`config.mk`:
```
export PLATFORM = sky130hd
export DESIGN_NAME = spgc_top
export DESIGN_NICKNAME = d
export VERILOG_FILES = /design/src/logic/spgc_pkg.sv /design/src/logic/spgc_top.sv /design/src/logic/spgc_sync.sv
export VERILOG_INCLUDE_DIRS = /design/src /design/src/logic
export SDC_FILE = /design/constraint.sdc
export NUM_CORES = 1
export LEC_CHECK = 0
export BUFFER_PORTS_ARGS = -buffer_cell sky130_fd_sc_hd__buf_2
export CORE_MARGIN = 10
export CORE_UTILIZATION = 45
export CTS_CLUSTER_SIZE = 16
export DETAILED_ROUTE_END_ITERATION = 12
export PLACE_DENSITY = 0.87
export SLEW_MARGIN = 20
export SYNTH_ARGS = -nofsm -noshare
export SYNTH_HDL_FRONTEND = slang
export SYNTH_SLANG_ARGS = --single-unit
```
`constraint.sdc`:
```
create_clock -name CLK -period 2.19 [get_ports CLK]
set_input_delay 0.438 -clock CLK [delete_from_list [all_inputs] [get_ports CLK]]
set_output_delay 0.438 -clock CLK [all_outputs]
set_load 0.1 [all_outputs]
```
`src/logic/spgc_defines.svh`:
```
`ifndef SPGC_DEFINES_SVH
`define SPGC_DEFINES_SVH
// Register byte addresses
`define SPGC_ADDR_ENABLE    32'h01B00000
`define SPGC_ADDR_DIRECTION 32'h01B00004
// Pins and field layout
`define SPGC_PIN_COUNT      16
`define SPGC_PIN_MSB        15
// Reset values
`define SPGC_ENABLE_RESET   16'h00F9
`define SPGC_DIR_RESET      16'h0000
`define SPGC_SYNC_RESET     16'h0000
`endif

```
`src/logic/spgc_pkg.sv`:
```
package spgc_pkg;
	typedef logic [15:0] spgc_pins_t;
	typedef enum logic [2:0] {
		SPGC_IDLE   = 3'b001,
		SPGC_ACCESS = 3'b010,
		SPGC_DONE   = 3'b100
	} spgc_bus_e;
endpackage

```
`src/logic/spgc_top.sv`:
```
`timescale 1ns/1ps
`include "spgc_defines.svh"
// Behaviour
// - Sixteen pins, each own enable, direction
// - Pin acts as GPIO only when enabled
// - Direction zero: input, never driven
// - Direction one: output, driven
// - Cleared enable overrides direction
// - Direction bits reset to zero
// - Enables reset: pins 7..3 and 0
// - Enable register, upper half reads zero
// - Direction register, upper half reads zero
module spgc_top (
	input  wire logic        CLK,
	input  wire logic        RST,
	input  wire logic        PSEL,
	input  wire logic        PENABLE,
	input  wire logic        PWRITE,
	input  wire logic [31:0] PADDR,
	input  wire logic [31:0] PWDATA,
	input  wire logic [3:0]  PSTRB,
	output logic      [31:0] PRDATA,
	output logic             PREADY,
	output logic             PSLVERR,
	input  wire logic [15:0] GENERAL_PINS_IN,
	output logic      [15:0] GENERAL_PINS_OUT,
	output logic      [15:0] GENERAL_PINS_OE,
	output logic      [15:0] PIN_INPUT_LEVEL,
	input  wire logic [15:0] PIN_OUTPUT_VALUE
);
	// ****************************************
	// Register state
	// ****************************************
	spgc_pkg::spgc_pins_t pin_enable_bit_q;
	spgc_pkg::spgc_pins_t pin_enable_bit_d;
	spgc_pkg::spgc_pins_t pin_direction_bit_q;
	spgc_pkg::spgc_pins_t pin_direction_bit_d;
	logic [31:0]          prdata_q;
	logic [31:0]          prdata_d;
	logic                 pready_q;
	logic                 pready_d;
	logic                 pslverr_q;
	logic                 pslverr_d;
	spgc_pkg::spgc_pins_t pins_out_q;
	spgc_pkg::spgc_pins_t pins_out_d;
	spgc_pkg::spgc_pins_t pins_oe_q;
	spgc_pkg::spgc_pins_t pins_oe_d;
	spgc_pkg::spgc_pins_t level_q;
	spgc_pkg::spgc_pins_t level_d;
	spgc_pkg::spgc_pins_t pins_sync;
	logic                 hit_enable;
	logic                 hit_direction;
	logic                 setup_phase;
	logic                 access_done;
	logic [15:0]          lane_mask;

	// ****************************************
	// Pin input synchroniser
	// ****************************************
	spgc_sync #(
		.WIDTH (`SPGC_PIN_COUNT)
	) u_sync (
		.CLK      (CLK),
		.RST      (RST),
		.async_in (GENERAL_PINS_IN),
		.sync_out (pins_sync)
	);

	// ****************************************
	// APB slave
	// ****************************************
	// No wait state: the answer is registered in setup, given in the first access cycle
	always_comb begin
		setup_phase   = PSEL && !PENABLE;
		access_done   = PSEL && PENABLE && pready_q;
		hit_enable    = (PADDR == `SPGC_ADDR_ENABLE);
		hit_direction = (PADDR == `SPGC_ADDR_DIRECTION);
		lane_mask     = {{8{PSTRB[1]}}, {8{PSTRB[0]}}};
	end

	always_comb begin
		pin_enable_bit_d    = pin_enable_bit_q;
		pin_direction_bit_d = pin_direction_bit_q;
		prdata_d            = prdata_q;
		pready_d            = 1'b0;
		pslverr_d           = 1'b0;
		if (setup_phase) begin
			pready_d  = 1'b1;
			pslverr_d = !(hit_enable || hit_direction);
			prdata_d  = 32'h00000000;
			if (!PWRITE && hit_enable) begin
				prdata_d = {16'h0000, pin_enable_bit_q};
			end else if (!PWRITE && hit_direction) begin
				prdata_d = {16'h0000, pin_direction_bit_q};
			end
		end
		if (access_done && PWRITE) begin
			// Upper lanes dropped: reserved half is read-only
			if (hit_enable) begin
				pin_enable_bit_d = (pin_enable_bit_q & ~lane_mask) | (PWDATA[15:0] & lane_mask);
			end
			if (hit_direction) begin
				pin_direction_bit_d = (pin_direction_bit_q & ~lane_mask) | (PWDATA[15:0] & lane_mask);
			end
		end
		if (access_done) begin
			prdata_d = 32'h00000000;
		end
	end

	// ****************************************
	// Pin control
	// ****************************************
	always_comb begin
		pins_oe_d  = pin_enable_bit_q & pin_direction_bit_q;
		pins_out_d = PIN_OUTPUT_VALUE & pins_oe_d;
		level_d    = pins_sync & pin_enable_bit_q & ~pin_direction_bit_q;
	end

	always_ff @(posedge CLK) begin
		if (RST) begin
			pin_enable_bit_q    <= `SPGC_ENABLE_RESET;
			pin_direction_bit_q <= `SPGC_DIR_RESET;
			prdata_q            <= 32'h00000000;
			pready_q            <= 1'b0;
			pslverr_q           <= 1'b0;
			pins_out_q          <= `SPGC_SYNC_RESET;
			pins_oe_q           <= `SPGC_SYNC_RESET;
			level_q             <= `SPGC_SYNC_RESET;
		end else begin
			pin_enable_bit_q    <= pin_enable_bit_d;
			pin_direction_bit_q <= pin_direction_bit_d;
			prdata_q            <= prdata_d;
			pready_q            <= pready_d;
			pslverr_q           <= pslverr_d;
			pins_out_q          <= pins_out_d;
			pins_oe_q           <= pins_oe_d;
			level_q             <= level_d;
		end
	end

	always_comb begin
		PRDATA           = prdata_q;
		PREADY           = pready_q;
		PSLVERR          = pslverr_q;
		GENERAL_PINS_OUT = pins_out_q;
		GENERAL_PINS_OE  = pins_oe_q;
		PIN_INPUT_LEVEL  = level_q;
	end

	// ****************************************
	// Checks
	// ****************************************
	property p_oe_needs_enable;
		@(posedge CLK) disable iff (RST)
		(GENERAL_PINS_OE & ~pin_enable_bit_q & ~$past(pin_enable_bit_q)) == 16'h0000;
	endproperty
	a_oe_needs_enable: assert property (p_oe_needs_enable)
		else $error("Pin driven while not enabled");

	property p_input_not_driven;
		@(posedge CLK) disable iff (RST)
		$stable(pin_direction_bit_q) && $stable(pin_enable_bit_q) |=>
			(GENERAL_PINS_OE & ~$past(pin_direction_bit_q)) == 16'h0000;
	endproperty
	a_input_not_driven: assert property (p_input_not_driven)
		else $error("Input pin driven");

	property p_output_driven;
		@(posedge CLK) disable iff (RST)
		1'b1 |=> GENERAL_PINS_OE == ($past(pin_enable_bit_q) & $past(pin_direction_bit_q));
	endproperty
	a_output_driven: assert property (p_output_driven)
		else $error("Enabled output pin not driven");

	property p_reset_values;
		@(posedge CLK)
		$past(RST) |-> pin_enable_bit_q == 16'h00F9 && pin_direction_bit_q == 16'h0000;
	endproperty
	a_reset_values: assert property (p_reset_values)
		else $error("Wrong reset value of pin registers");

	property p_dir_reset;
		@(posedge CLK)
		$past(RST) |-> GENERAL_PINS_OE == 16'h0000;
	endproperty
	a_dir_reset: assert property (p_dir_reset)
		else $error("Pin driven right after reset");

	property p_upper_zero;
		@(posedge CLK) disable iff (RST)
		PREADY |-> PRDATA[31:16] == 16'h0000;
	endproperty
	a_upper_zero: assert property (p_upper_zero)
		else $error("Reserved bits read nonzero");

	property p_read_enable;
		@(posedge CLK) disable iff (RST)
		PSEL && !PENABLE && !PWRITE && PADDR == 32'h01B00000 |=> PRDATA[15:0] == $past(pin_enable_bit_q);
	endproperty
	a_read_enable: assert property (p_read_enable)
		else $error("Enable read does not match register");

	property p_write_dir;
		@(posedge CLK) disable iff (RST)
		PSEL && PENABLE && PREADY && PWRITE && PADDR == 32'h01B00004 && PSTRB[1:0] == 2'b11
			|=> pin_direction_bit_q == $past(PWDATA[15:0]);
	endproperty
	a_write_dir: assert property (p_write_dir)
		else $error("Direction write not stored");

	property p_sync_delay;
		@(posedge CLK) disable iff (RST)
		(pin_enable_bit_q[0] && !pin_direction_bit_q[0]) [*4]
			|-> PIN_INPUT_LEVEL[0] == $past(GENERAL_PINS_IN[0], 3);
	endproperty
	a_sync_delay: assert property (p_sync_delay)
		else $error("Input level not three cycles behind pin");

	property p_disabled_quiet;
		@(posedge CLK) disable iff (RST)
		1'b1 |=> (PIN_INPUT_LEVEL & ~$past(pin_enable_bit_q)) == 16'h0000;
	endproperty
	a_disabled_quiet: assert property (p_disabled_quiet)
		else $error("Disabled pin shows input level");

	property p_slverr;
		@(posedge CLK) disable iff (RST)
		PSEL && !PENABLE && PADDR != 32'h01B00000 && PADDR != 32'h01B00004 |=> PREADY && PSLVERR;
	endproperty
	a_slverr: assert property (p_slverr)
		else $error("Unmapped address not refused");

	property p_ready_after_setup;
		@(posedge CLK) disable iff (RST)
		PSEL && !PENABLE |=> PREADY;
	endproperty
	a_ready_after_setup: assert property (p_ready_after_setup)
		else $error("No answer in the access cycle");

	property p_ready_one_cycle;
		@(posedge CLK) disable iff (RST)
		PREADY |=> !PREADY;
	endproperty
	a_ready_one_cycle: assert property (p_ready_one_cycle)
		else $error("Ready held past the access cycle");

	property p_data_idle_zero;
		@(posedge CLK) disable iff (RST)
		!PREADY |-> PRDATA == 32'h00000000;
	endproperty
	a_data_idle_zero: assert property (p_data_idle_zero)
		else $error("Read data shown outside an answer");

	property p_read_direction;
		@(posedge CLK) disable iff (RST)
		PSEL && !PENABLE && !PWRITE && PADDR == `SPGC_ADDR_DIRECTION
			|=> PRDATA == {16'h0000, $past(pin_direction_bit_q)};
	endproperty
	a_read_direction: assert property (p_read_direction)
		else $error("Direction read does not match register");

	property p_write_enable;
		@(posedge CLK) disable iff (RST)
		PSEL && PENABLE && PREADY && PWRITE && PADDR == `SPGC_ADDR_ENABLE && PSTRB[1:0] == 2'b11
			|=> pin_enable_bit_q == $past(PWDATA[15:0]);
	endproperty
	a_write_enable: assert property (p_write_enable)
		else $error("Enable write not stored");

	property p_low_lane_only;
		@(posedge CLK) disable iff (RST)
		PSEL && PENABLE && PREADY && PWRITE && PADDR == `SPGC_ADDR_ENABLE && PSTRB[1:0] == 2'b01
			|=> pin_enable_bit_q == {$past(pin_enable_bit_q[15:8]), $past(PWDATA[7:0])};
	endproperty
	a_low_lane_only: assert property (p_low_lane_only)
		else $error("Unstrobed enable byte changed");

	property p_no_stray_write;
		@(posedge CLK) disable iff (RST)
		!(PSEL && PENABLE && PREADY && PWRITE) |=> $stable(pin_enable_bit_q) && $stable(pin_direction_bit_q);
	endproperty
	a_no_stray_write: assert property (p_no_stray_write)
		else $error("Pin register changed without a write");

	property p_unmapped_ignored;
		@(posedge CLK) disable iff (RST)
		PSEL && PENABLE && PREADY && PWRITE && PADDR != `SPGC_ADDR_ENABLE && PADDR != `SPGC_ADDR_DIRECTION
			|=> $stable(pin_enable_bit_q) && $stable(pin_direction_bit_q);
	endproperty
	a_unmapped_ignored: assert property (p_unmapped_ignored)
		else $error("Unmapped write changed a pin register");

	property p_out_value;
		@(posedge CLK) disable iff (RST)
		1'b1 |=> GENERAL_PINS_OUT ==
			($past(PIN_OUTPUT_VALUE) & $past(pin_enable_bit_q) & $past(pin_direction_bit_q));
	endproperty
	a_out_value: assert property (p_out_value)
		else $error("Output pin value wrong");

	property p_output_no_level;
		@(posedge CLK) disable iff (RST)
		1'b1 |=> (PIN_INPUT_LEVEL & $past(pin_direction_bit_q)) == 16'h0000;
	endproperty
	a_output_no_level: assert property (p_output_no_level)
		else $error("Output pin shows input level");
endmodule

```
`src/logic/spgc_sync.sv`:
```
`timescale 1ns/1ps
`include "spgc_defines.svh"
// Two-flop synchroniser; first stage read only by second
module spgc_sync #(
	parameter int WIDTH = 16
) (
	input  wire logic             CLK,
	input  wire logic             RST,
	input  wire logic [WIDTH-1:0] async_in,
	output logic      [WIDTH-1:0] sync_out
);
	logic [WIDTH-1:0] meta_q;
	logic [WIDTH-1:0] meta_d;
	logic [WIDTH-1:0] stable_q;
	logic [WIDTH-1:0] stable_d;

	always_comb begin
		meta_d   = async_in;
		stable_d = meta_q;
	end

	always_ff @(posedge CLK) begin
		if (RST) begin
			meta_q   <= '0;
			stable_q <= '0;
		end else begin
			meta_q   <= meta_d;
			stable_q <= stable_d;
		end
	end

	assign sync_out = stable_q;
endmodule

```
==> results of run 1 <==
==> per-layer routing <==
| layer | global-route usage (%) | vias up | routed length, um |
|---|---|---|---|
| met3 | 7.86 | 20 | 1120 |
| met5 | 0 | - | 7 |
| met2 | 26.1 | 134 | 5770 |
| met4 | 6.33 | 2 | 223 |
| li1 | - | 1749 | - |
| met1 | 16.2 | 1635 | 4640 |
==> cells in the mapped netlist, drive strengths merged, types with 3 or more instances <==
cell type	n
nor4	8
and2	16
dfxtp	130
nor4bb	8
nor2b	34
clkbuf	16
nand2b	43
or4	16
nand2	3
and3b	6
inv	10
buf	22
nor2	23
o21ai	16
mux2i	48
a21oi	16
nor3b	10
==> through the flow <==
stage,instances,hold slack [ps]
3_3_place_gp,707,419
2_1_floorplan,448,414
6_report,739,120
4_1_cts,739,93.6
3_5_place_dp,707,424
5_1_grt,739,98.4
==> kinds of logic after synthesis <==
group / count (synthesis) / share of synthesized area (%)
AOI/OAI and AO/OA: 33 / 3.59
buffers and inverters: 48 / 5.44
DFF: 130 / 55.8
muxes: 48 / 10.3
other: 1 / 0.0804
and+or+nand+nor: 173 / 24.8
==> power groups by stage <==
stage	combinational [mW]	clock (mW)	sequential (mW)
6_report	0.518	2.83	2.43
5_1_grt	0.547	2.98	2.43
4_1_cts	0.519	2.88	2.43
3_5_place_dp	0.517	0	2.48
3_3_place_gp	0.507	0	2.48
2_1_floorplan	0.257	0	2.63
==> how the worst min path moves through the flow <==
| stage | startpoint | to | slack (ps) |
|---|---|---|---|
| detailed placement | u_sync.meta_q[5] | u_sync.sync_out[5] | 420 |
| global route | PIN_OUTPUT_VALUE[8] | GENERAL_PINS_OUT[8] | 100 |
| floorplan | u_sync.meta_q[0] | u_sync.sync_out[0] | 410 |
| CTS | PIN_OUTPUT_VALUE[7] | GENERAL_PINS_OUT[7] | 90 |
| global placement | u_sync.meta_q[0] | u_sync.sync_out[0] | 420 |
| finish | PIN_OUTPUT_VALUE[8] | GENERAL_PINS_OUT[8] | 120 |
==> area by class of cell <==
cell class / instances / share of cell area, %
multi-input combinational: 270 / 30.4
timing repair buffer: 161 / 13.9
clock inverter: 9 / 2.08
clock buffer: 23 / 7.77
sequential: 130 / 42.4
tap: 136 / 2.77
inverter: 10 / 0.612
==> flow_metrics.py, run 1 <==
metrics = {
    "sta": {
        "report.final.slew_viol_count": 0,
        "hold_violations": 0,
        "worst_slew_pin_slew_ps": 650,
        "max_slew_margin_pct": 56.7,
        "fin_crit_ps": 1730,
        "finalCritPeriodShare_pct": 78.9,
        "rsz0062_at_grt": "no",
        "setup_viol": 0,
        "setup_ws_ps": 462,
        "clock_skew_ps": 5.19,
        "fmax_mhz": 579,
        "fin_tns_setup_ps": 0,
    },
    "logic_synthesis": {
        "yosys.area.top_type": "dfxtp_1",
        "yosysWarnings": 0,
        "netlist_area_mm2": 0.00467,
        "async_reset_ff_share_pct": 0,
        "synth_top_area_share_pct": 55.8,
        "synth_edf_count": 0,
        "synth_cells": 433,
        "synth_seq_cells": 130,
        "synth_area_per_cell_um2": 10.8,
        "synth-seq-area-share_pct": 55.8,
        "synth_top_flop_cell": "dfxtp_1",
        "synth_cell_type_count": 28,
        "ys_top_cells_by_area": "dfxtp_1 (56%), mux2i_1 (10%), nand2b_1 (5.8%), nor2b_1 (4.6%), buf_4 (2.6%)",
    },
    "drt": {
        "wl_mm": 11.8,
        "wl_per_cell_um": 15.9,
        "dr.pass1.iters": 7,
        "vias_per_cell": 4.79,
        "ant_nets": 0,
        "vias": 3540,
        "drt_iter0_markers": 237,
        "drc": 0,
    },
    "global_route": {
        "grt_pass1_wl_mm": 18.1,
        "grt_max_degree": 101,
        "grt_overflow": 0,
        "track_usage_pct": 15.5,
        "antenna_found_initial": 1,
        "grt_pass1_vias": 3707,
    },
    "place": {
        "dpl_cell_area_mm2": 0.00553,
        "dp_hpwl_mm": 8.57,
        "dp_slack_ps": 95.9,
        "place.gp.congestion": 0.900,
        "io_buffers": 152,
    },
    "pwr": {
        "p_int_mw": 4.39,
        "switching_share_pct": 23.9,
        "p_total_mw": 5.77,
        "power_density_mw_per_mm2": 941,
        "peakVddDrop_v": 0.000471,
        "p_leak_nw": 2.72,
        "switchingPower_mw": 1.38,
        "combPwrFrac_pct": 9.0,
        "seqPwrFrac_pct": 42.0,
        "clkPwrFrac_pct": 49.0,
    },
    "clock_network": {
        "htreeDepth": 4,
        "path_clk_slew_ps": 60,
        "clock-sinks": 130,
        "cts_buffers": 17,
        "clk_latency_ps": 520,
        "postCtsHoldBufs": 0,
        "root_buffer": "clkbuf_8",
        "post-cts-setup-buffer-count": 0,
        "cts_tree": "yes",
        "clk_path_buf_depth": 2,
        "cts.repair.resized": 0,
    },
    "layout": {
        "fin_area_mm2": 0.00614,
        "num_antenna_cells": 0,
        "final_common_cell": "buf_2",
        "fin_nets": 695,
        "fill_cells": 855,
        "postLayoutCoreUtil_pct": 60.0,
        "seq_area_mm2": 0.00260,
        "syn_to_final_growth_pct": 31.5,
        "final_cell_mix": "buf_2 (152), dfxtp_1 (129), mux2i_1 (48)",
        "drive_gt1_share_pct": 32.8,
        "multiInputGateArea_mm2": 0.00187,
    },
    "min_path": {
        "min_path_type": "in2reg",
        "hold_path_depth": 2,
    },
    "floorplanning": {
        "rows": 37,
        "die_h_um": 122,
        "core-area_mm2": 0.0102,
        "io_pins": 187,
        "start_util_pct": 45.6,
        "die_area_mm2": 0.0148,
        "die_w_um": 122,
    },
    "worst_setup_path": {
        "reg2reg_setup_slack_ps": 650,
        "crit_cells": 1,
        "cp_max_fo": 2,
        "crit-reg2reg-launch": "PREADY",
        "critPathCapture": "PRDATA[7]",
        "startpoint": "PRDATA[7]",
        "worstPathBufferInverterCount": 1,
        "slowest_stage": "buf_2",
        "cp-start-kind": "flip-flop",
        "crit_type": "reg2out",
        "required_ps": 1750,
        "slowest_delay_ps": 440,
        "path_cells": "buf_2",
        "crit_family": "buffers and inverters",
        "cp-end-kind": "output port",
        "r2r_cells": 5,
        "crit_arrival_ps": 1290,
    },
    "status": {
        "status": "completed",
    },
    "job": {
        "cap_violations": 0,
    },
}
Power figures use the tool's default switching activity.
==> run 2, diff against run 1 <==
==> constraint.sdc (replaced) <==
create_clock -name CLK -period 1.7 [get_ports CLK]
set_input_delay 0.34 -clock CLK [delete_from_list [all_inputs] [get_ports CLK]]
set_output_delay 0.34 -clock CLK [all_outputs]
set_load 0.1 [all_outputs]
==> run 2 against run 1 <==
First-iteration DRC count down 28%. Wire length shrank 0.73%. Core utilization increased by 1.1 points. Highest routed layer is now met4.
==> flow_metrics.py, run 2 (synthesis results as in run 1) <==
metrics = {
    "drt": {
        "wl_met2_mm": 5.88,
        "drt_iter0_markers": 171,
        "wl_mm": 11.7,
        "wl_met3_mm": 1.17,
        "ant_nets": 0,
        "drc": 0,
        "vias_per_cell": 4.74,
        "dr.max_layer_used": "met4",
        "met1_length_mm": 4.47,
        "vias": 3509,
        "dr.pass1.iters": 4,
        "wl_per_cell_um": 15.8,
    },
    "status": {
        "status": "completed",
    },
    "sta": {
        "rsz0062_at_grt": "no",
        "setup_ws_ps": 69.3,
        "fin_crit_ps": 1630,
        "worst_slew_pin_slew_ps": 515,
        "hold_violations": 0,
        "clock_skew_ps": 12.7,
        "setup_viol": 0,
        "report.final.slew_viol_count": 0,
        "fmax_mhz": 613,
        "finalCritPeriodShare_pct": 95.9,
        "max_slew_margin_pct": 65.9,
    },
    "clock_network": {
        "cts_buffers": 17,
        "cts_tree": "yes",
        "clk_path_buf_depth": 2,
        "root_buffer": "clkbuf_8",
        "clk_latency_ps": 510,
        "post-cts-setup-buffer-count": 0,
        "htreeDepth": 4,
        "postCtsHoldBufs": 0,
        "clock-sinks": 130,
        "path_clk_slew_ps": 50,
        "cts.repair.resized": 0,
    },
    "global_route": {
        "grt_max_degree": 65,
        "grt_pass1_wl_mm": 18.8,
        "grt_pass1_vias": 3743,
        "antenna_found_initial": 0,
        "track_usage_pct": 16.0,
        "grt_overflow": 0,
    },
    "pwr": {
        "switching_share_pct": 23.2,
        "p_leak_nw": 2.75,
        "peakVddDrop_v": 0.000626,
        "clkPwrFrac_pct": 48.3,
        "power_density_mw_per_mm2": 1180,
        "p_int_mw": 5.66,
        "seqPwrFrac_pct": 42.5,
        "combPwrFrac_pct": 9.3,
        "switchingPower_mw": 1.71,
    },
    "floorplanning": {
        "core-area_mm2": 0.0102,
        "die_w_um": 122,
        "io_pins": 187,
        "die_h_um": 122,
        "start_util_pct": 45.6,
        "die_area_mm2": 0.0148,
        "rows": 37,
    },
    "place": {
        "place.gp.congestion": 0.839,
        "dp_slack_ps": -241,
        "dp_hpwl_mm": 8.82,
        "io_buffers": 152,
        "dpl_cell_area_mm2": 0.00566,
        "dp_cells": 711,
    },
    "layout": {
        "fill_cells": 840,
        "final_common_cell": "buf_2",
        "drive_gt1_share_pct": 33.2,
        "fin_area_mm2": 0.00624,
        "final_cell_mix": "buf_2 (152), dfxtp_1 (129), mux2i_1 (48)",
        "fin_nets": 699,
        "final_cells": 741,
        "syn_to_final_growth_pct": 33.8,
        "num_antenna_cells": 0,
    },
    "worst_setup_path": {
        "slowest_stage": "buf_2",
        "crit_family": "buffers and inverters",
        "crit_type": "reg2out",
        "slowest_delay_ps": 450,
        "crit_arrival_ps": 1290,
        "cp-end-kind": "output port",
        "cp_max_fo": 2,
        "path_cells": "buf_2",
        "cp-start-kind": "flip-flop",
        "required_ps": 1360,
        "worstPathBufferInverterCount": 1,
    },
    "min_path": {
        "min_path_type": "in2reg",
    },
    "job": {
        "cap_violations": 0,
    },
}
run 2: per-stage QoR:
stage / hold slack, ps / util, % / power, mW / TNS (ps)
after global placement: 416 / 55.3 / 3.86 / -6170
after CTS: 3.91 / 61.0 / 7.43 / 0
after floorplan: 414 / - / 3.72 / -2550
final: 26.2 / 61.0 / 7.36 / 0
after global routing: 9.50 / 61.0 / 7.66 / 0
after detailed placement: 426 / 55.3 / 3.88 / -7320
run 2: worst paths after layout:
path	from	endpoint	slack [ps]	cells past startpoint
max reg2reg	PREADY	flip-flop	250	5
max	PRDATA[5]	PRDATA[5]	70	1
min	PIN_OUTPUT_VALUE[10]	GENERAL_PINS_OUT[10]	30	2
min reg2reg	u_sync.meta_q[12]	u_sync.sync_out[12]	440	1
run 2: cell type report:
cell class | count | area, um2 | share of cell area [%]
clock buffer | 25 | 484 | 7.75
clock inverter | 5 | 100 | 1.60
inverter | 10 | 37.5 | 0.601
multi-input combinational | 270 | 1910 | 30.6
sequential | 130 | 2610 | 41.7
tap | 136 | 170 | 2.72
timing repair buffer | 165 | 933 | 14.9
run 2: per-layer routing:
metal / vias to the layer above / track usage, %
met5: - / 0
met4: 0 / 6.41
met3: 12 / 7.54
met2: 120 / 27.0
met1: 1625 / 16.9
li1: 1752 / -
run 2: power groups by stage:
stage               registers (mW)  logic (mW)  clock network, mW
floorplan                     3.39       0.333                  0
global placement              3.19       0.672                  0
CTS                           3.13       0.686               3.62
detailed placement            3.19       0.683                  0
finish                        3.13       0.682               3.55
global route                  3.13       0.723               3.80
run 2: worst reg2reg max path, cell delays in order, from the launching register on:
cell and delay [ps]:
dfxtp_4 340, and3_1 210, nand2_1 190, nor4_4 240, buf_12 190, mux2i_1 200
==> run 3, diff against run 2 <==
--- a/config.mk
+++ b/config.mk
@@ -7,7 +7,7 @@
 export NUM_CORES = 1
 export LEC_CHECK = 0
 export BUFFER_PORTS_ARGS = -buffer_cell sky130_fd_sc_hd__buf_2
-export CORE_MARGIN = 10
+export CORE_MARGIN = 2
 export CORE_UTILIZATION = 45
 export CTS_CLUSTER_SIZE = 16
 export DETAILED_ROUTE_END_ITERATION = 12
==> run 3 against run 2 <==
Sequential cell count unchanged. Sequential power hardly changed. Global-route usage grew 3.4 points. Setup slack better by 6.7 ps. Sequential share of layout area shrank 0.90 points. Register-to-register slack improved by 20 ps. Total power rose by 1.0%. Final cell count rose by 2.4%. Critical path depth unchanged. Count of clock-buffer cells in the layout down 3. Via count rose by 3.3%. Critical endpoint is now PRDATA[13].
==> flow_metrics.py, run 3 (synthesis results as in run 1) <==
metrics = {
    "sta": {
        "clock_skew_ps": 5.46,
        "rsz0062_at_grt": "no",
        "fin_crit_ps": 1620,
        "fmax_mhz": 616,
        "hold_ws_ps": 22.8,
        "report.final.slew_viol_count": 0,
        "setup_viol": 0,
        "hold_violations": 0,
        "setup_ws_ps": 76.0,
        "finalCritPeriodShare_pct": 95.5,
    },
    "floorplanning": {
        "start_util_pct": 45.8,
        "die_w_um": 106,
        "core-area_mm2": 0.0102,
        "io_pins": 187,
        "die_h_um": 106,
        "die_area_mm2": 0.0112,
        "rows": 37,
    },
    "clock_network": {
        "clk_path_buf_depth": 2,
        "cts_tree": "yes",
        "cts_buffers": 17,
        "post-cts-setup-buffer-count": 0,
        "path_clk_slew_ps": 60,
        "htreeDepth": 4,
        "clock-sinks": 130,
        "clk_latency_ps": 520,
        "root_buffer": "clkbuf_8",
    },
    "place": {
        "place.gp.congestion": 0.745,
        "io_buffers": 152,
        "dp_slack_ps": -180,
        "dp_cells": 719,
        "dp_hpwl_mm": 7.58,
        "dpl_cell_area_mm2": 0.00571,
    },
    "global_route": {
        "grt_pass1_vias": 3573,
        "grt_pass1_wl_mm": 16.8,
        "antenna_found_initial": 0,
        "grt_max_degree": 43,
        "grt_overflow": 0,
        "track_usage_pct": 19.4,
    },
    "pwr": {
        "peakVddDrop_v": 0.000579,
        "p_leak_nw": 2.83,
        "power_density_mw_per_mm2": 1170,
    },
    "drt": {
        "wl_mm": 10.7,
        "vias_per_cell": 4.77,
        "vias": 3624,
        "ant_nets": 0,
        "drt_iter0_markers": 125,
        "dr.pass1.iters": 4,
        "drc": 0,
        "wl_per_cell_um": 14.1,
    },
    "worst_setup_path": {
        "r2r_cells": 5,
        "required_ps": 1360,
        "slowest_delay_ps": 430,
        "slowest_stage": "buf_2",
        "crit_type": "reg2out",
        "cp-end-kind": "output port",
        "crit_arrival_ps": 1280,
        "reg2reg_setup_slack_ps": 270,
        "cp-start-kind": "flip-flop",
        "startpoint": "PRDATA[13]",
        "worstPathBufferInverterCount": 1,
        "crit_family": "buffers and inverters",
        "cp_max_fo": 2,
        "path_cells": "buf_2",
        "crit-reg2reg-launch": "PREADY",
    },
    "layout": {
        "num_antenna_cells": 0,
        "final_cells": 759,
        "final_common_cell": "buf_2",
        "fill_cells": 826,
        "drive_gt1_share_pct": 34.2,
        "final_cell_mix": "buf_2 (152), dfxtp_1 (129), mux2i_1 (48)",
        "fin_nets": 715,
        "syn_to_final_growth_pct": 36.8,
        "fin_area_mm2": 0.00638,
    },
    "job": {
        "cap_violations": 0,
    },
    "min_path": {
        "hold_path_depth": 2,
        "min_from": "PIN_OUTPUT_VALUE[10]",
        "min_path_type": "in2reg",
        "min_to": "GENERAL_PINS_OUT[10]",
    },
    "status": {
        "status": "completed",
    },
}
==> run 3: changes by cell type in the layout (fill, tap and decap cells not counted), moves of 2 or more <==
cell,change
clkbuf_1,-2
clkinv_2,+3
buf_4,+9
dlygate4sd3_1,+8
==> run 3: where the power goes <==
part           switching (mW)  internal (mW)  total [mW]
Combinational           0.510          0.200       0.710
Sequential             0.0178           3.11        3.13
Clock                    1.26           2.34        3.60
Total                    1.79           5.65        7.44
==> run 3: worst max-delay path by stage <==
| stage | end | slack (ps) | cells after the start |
|---|---|---|---|
| 4_1_cts | PRDATA[9] | 50 | 1 |
| 2_1_floorplan | flip-flop | -160 | 5 |
| 5_1_grt | PRDATA[13] | 1 | 1 |
| 6_report | PRDATA[13] | 80 | 1 |
| 3_3_place_gp | flip-flop | -140 | 7 |
| 3_5_place_dp | flip-flop | -180 | 7 |
==> run 3: cell type report <==
type                            instances  area [um2]  area share, %
Inverter                               10        37.5          0.588
Tap cell                              136         170           2.67
Timing Repair Buffer                  181        1060           16.6
Clock buffer                           22         463           7.25
Sequential cell                       130        2610           40.8
Multi-Input combinational cell        270        1910           30.0
Clock inverter                         10         131           2.06
==> run 3: metrics by stage <==
step                      power, mW  TNS (ps)  utilization (%)
after floorplan                3.72     -2550                -
after global placement         3.87     -4830             56.0
after detailed placement       3.89     -5690             56.0
after CTS                      7.49         0             62.7
after global routing           7.66         0             62.7
final                          7.44         0             62.7
==> run 3: per-layer routing <==
metal | track usage (%) | wire, um
met1 | 21.4 | 4400
met2 | 33.9 | 5280
met3 | 6.25 | 779
met4 | 8.74 | 238
met5 | 0 | 0
==> run 3: repair_timing <==
item	in CTS	in global routing
hold endpoints to repair	8	0
resized for setup	0	0
hold buffers	8	0
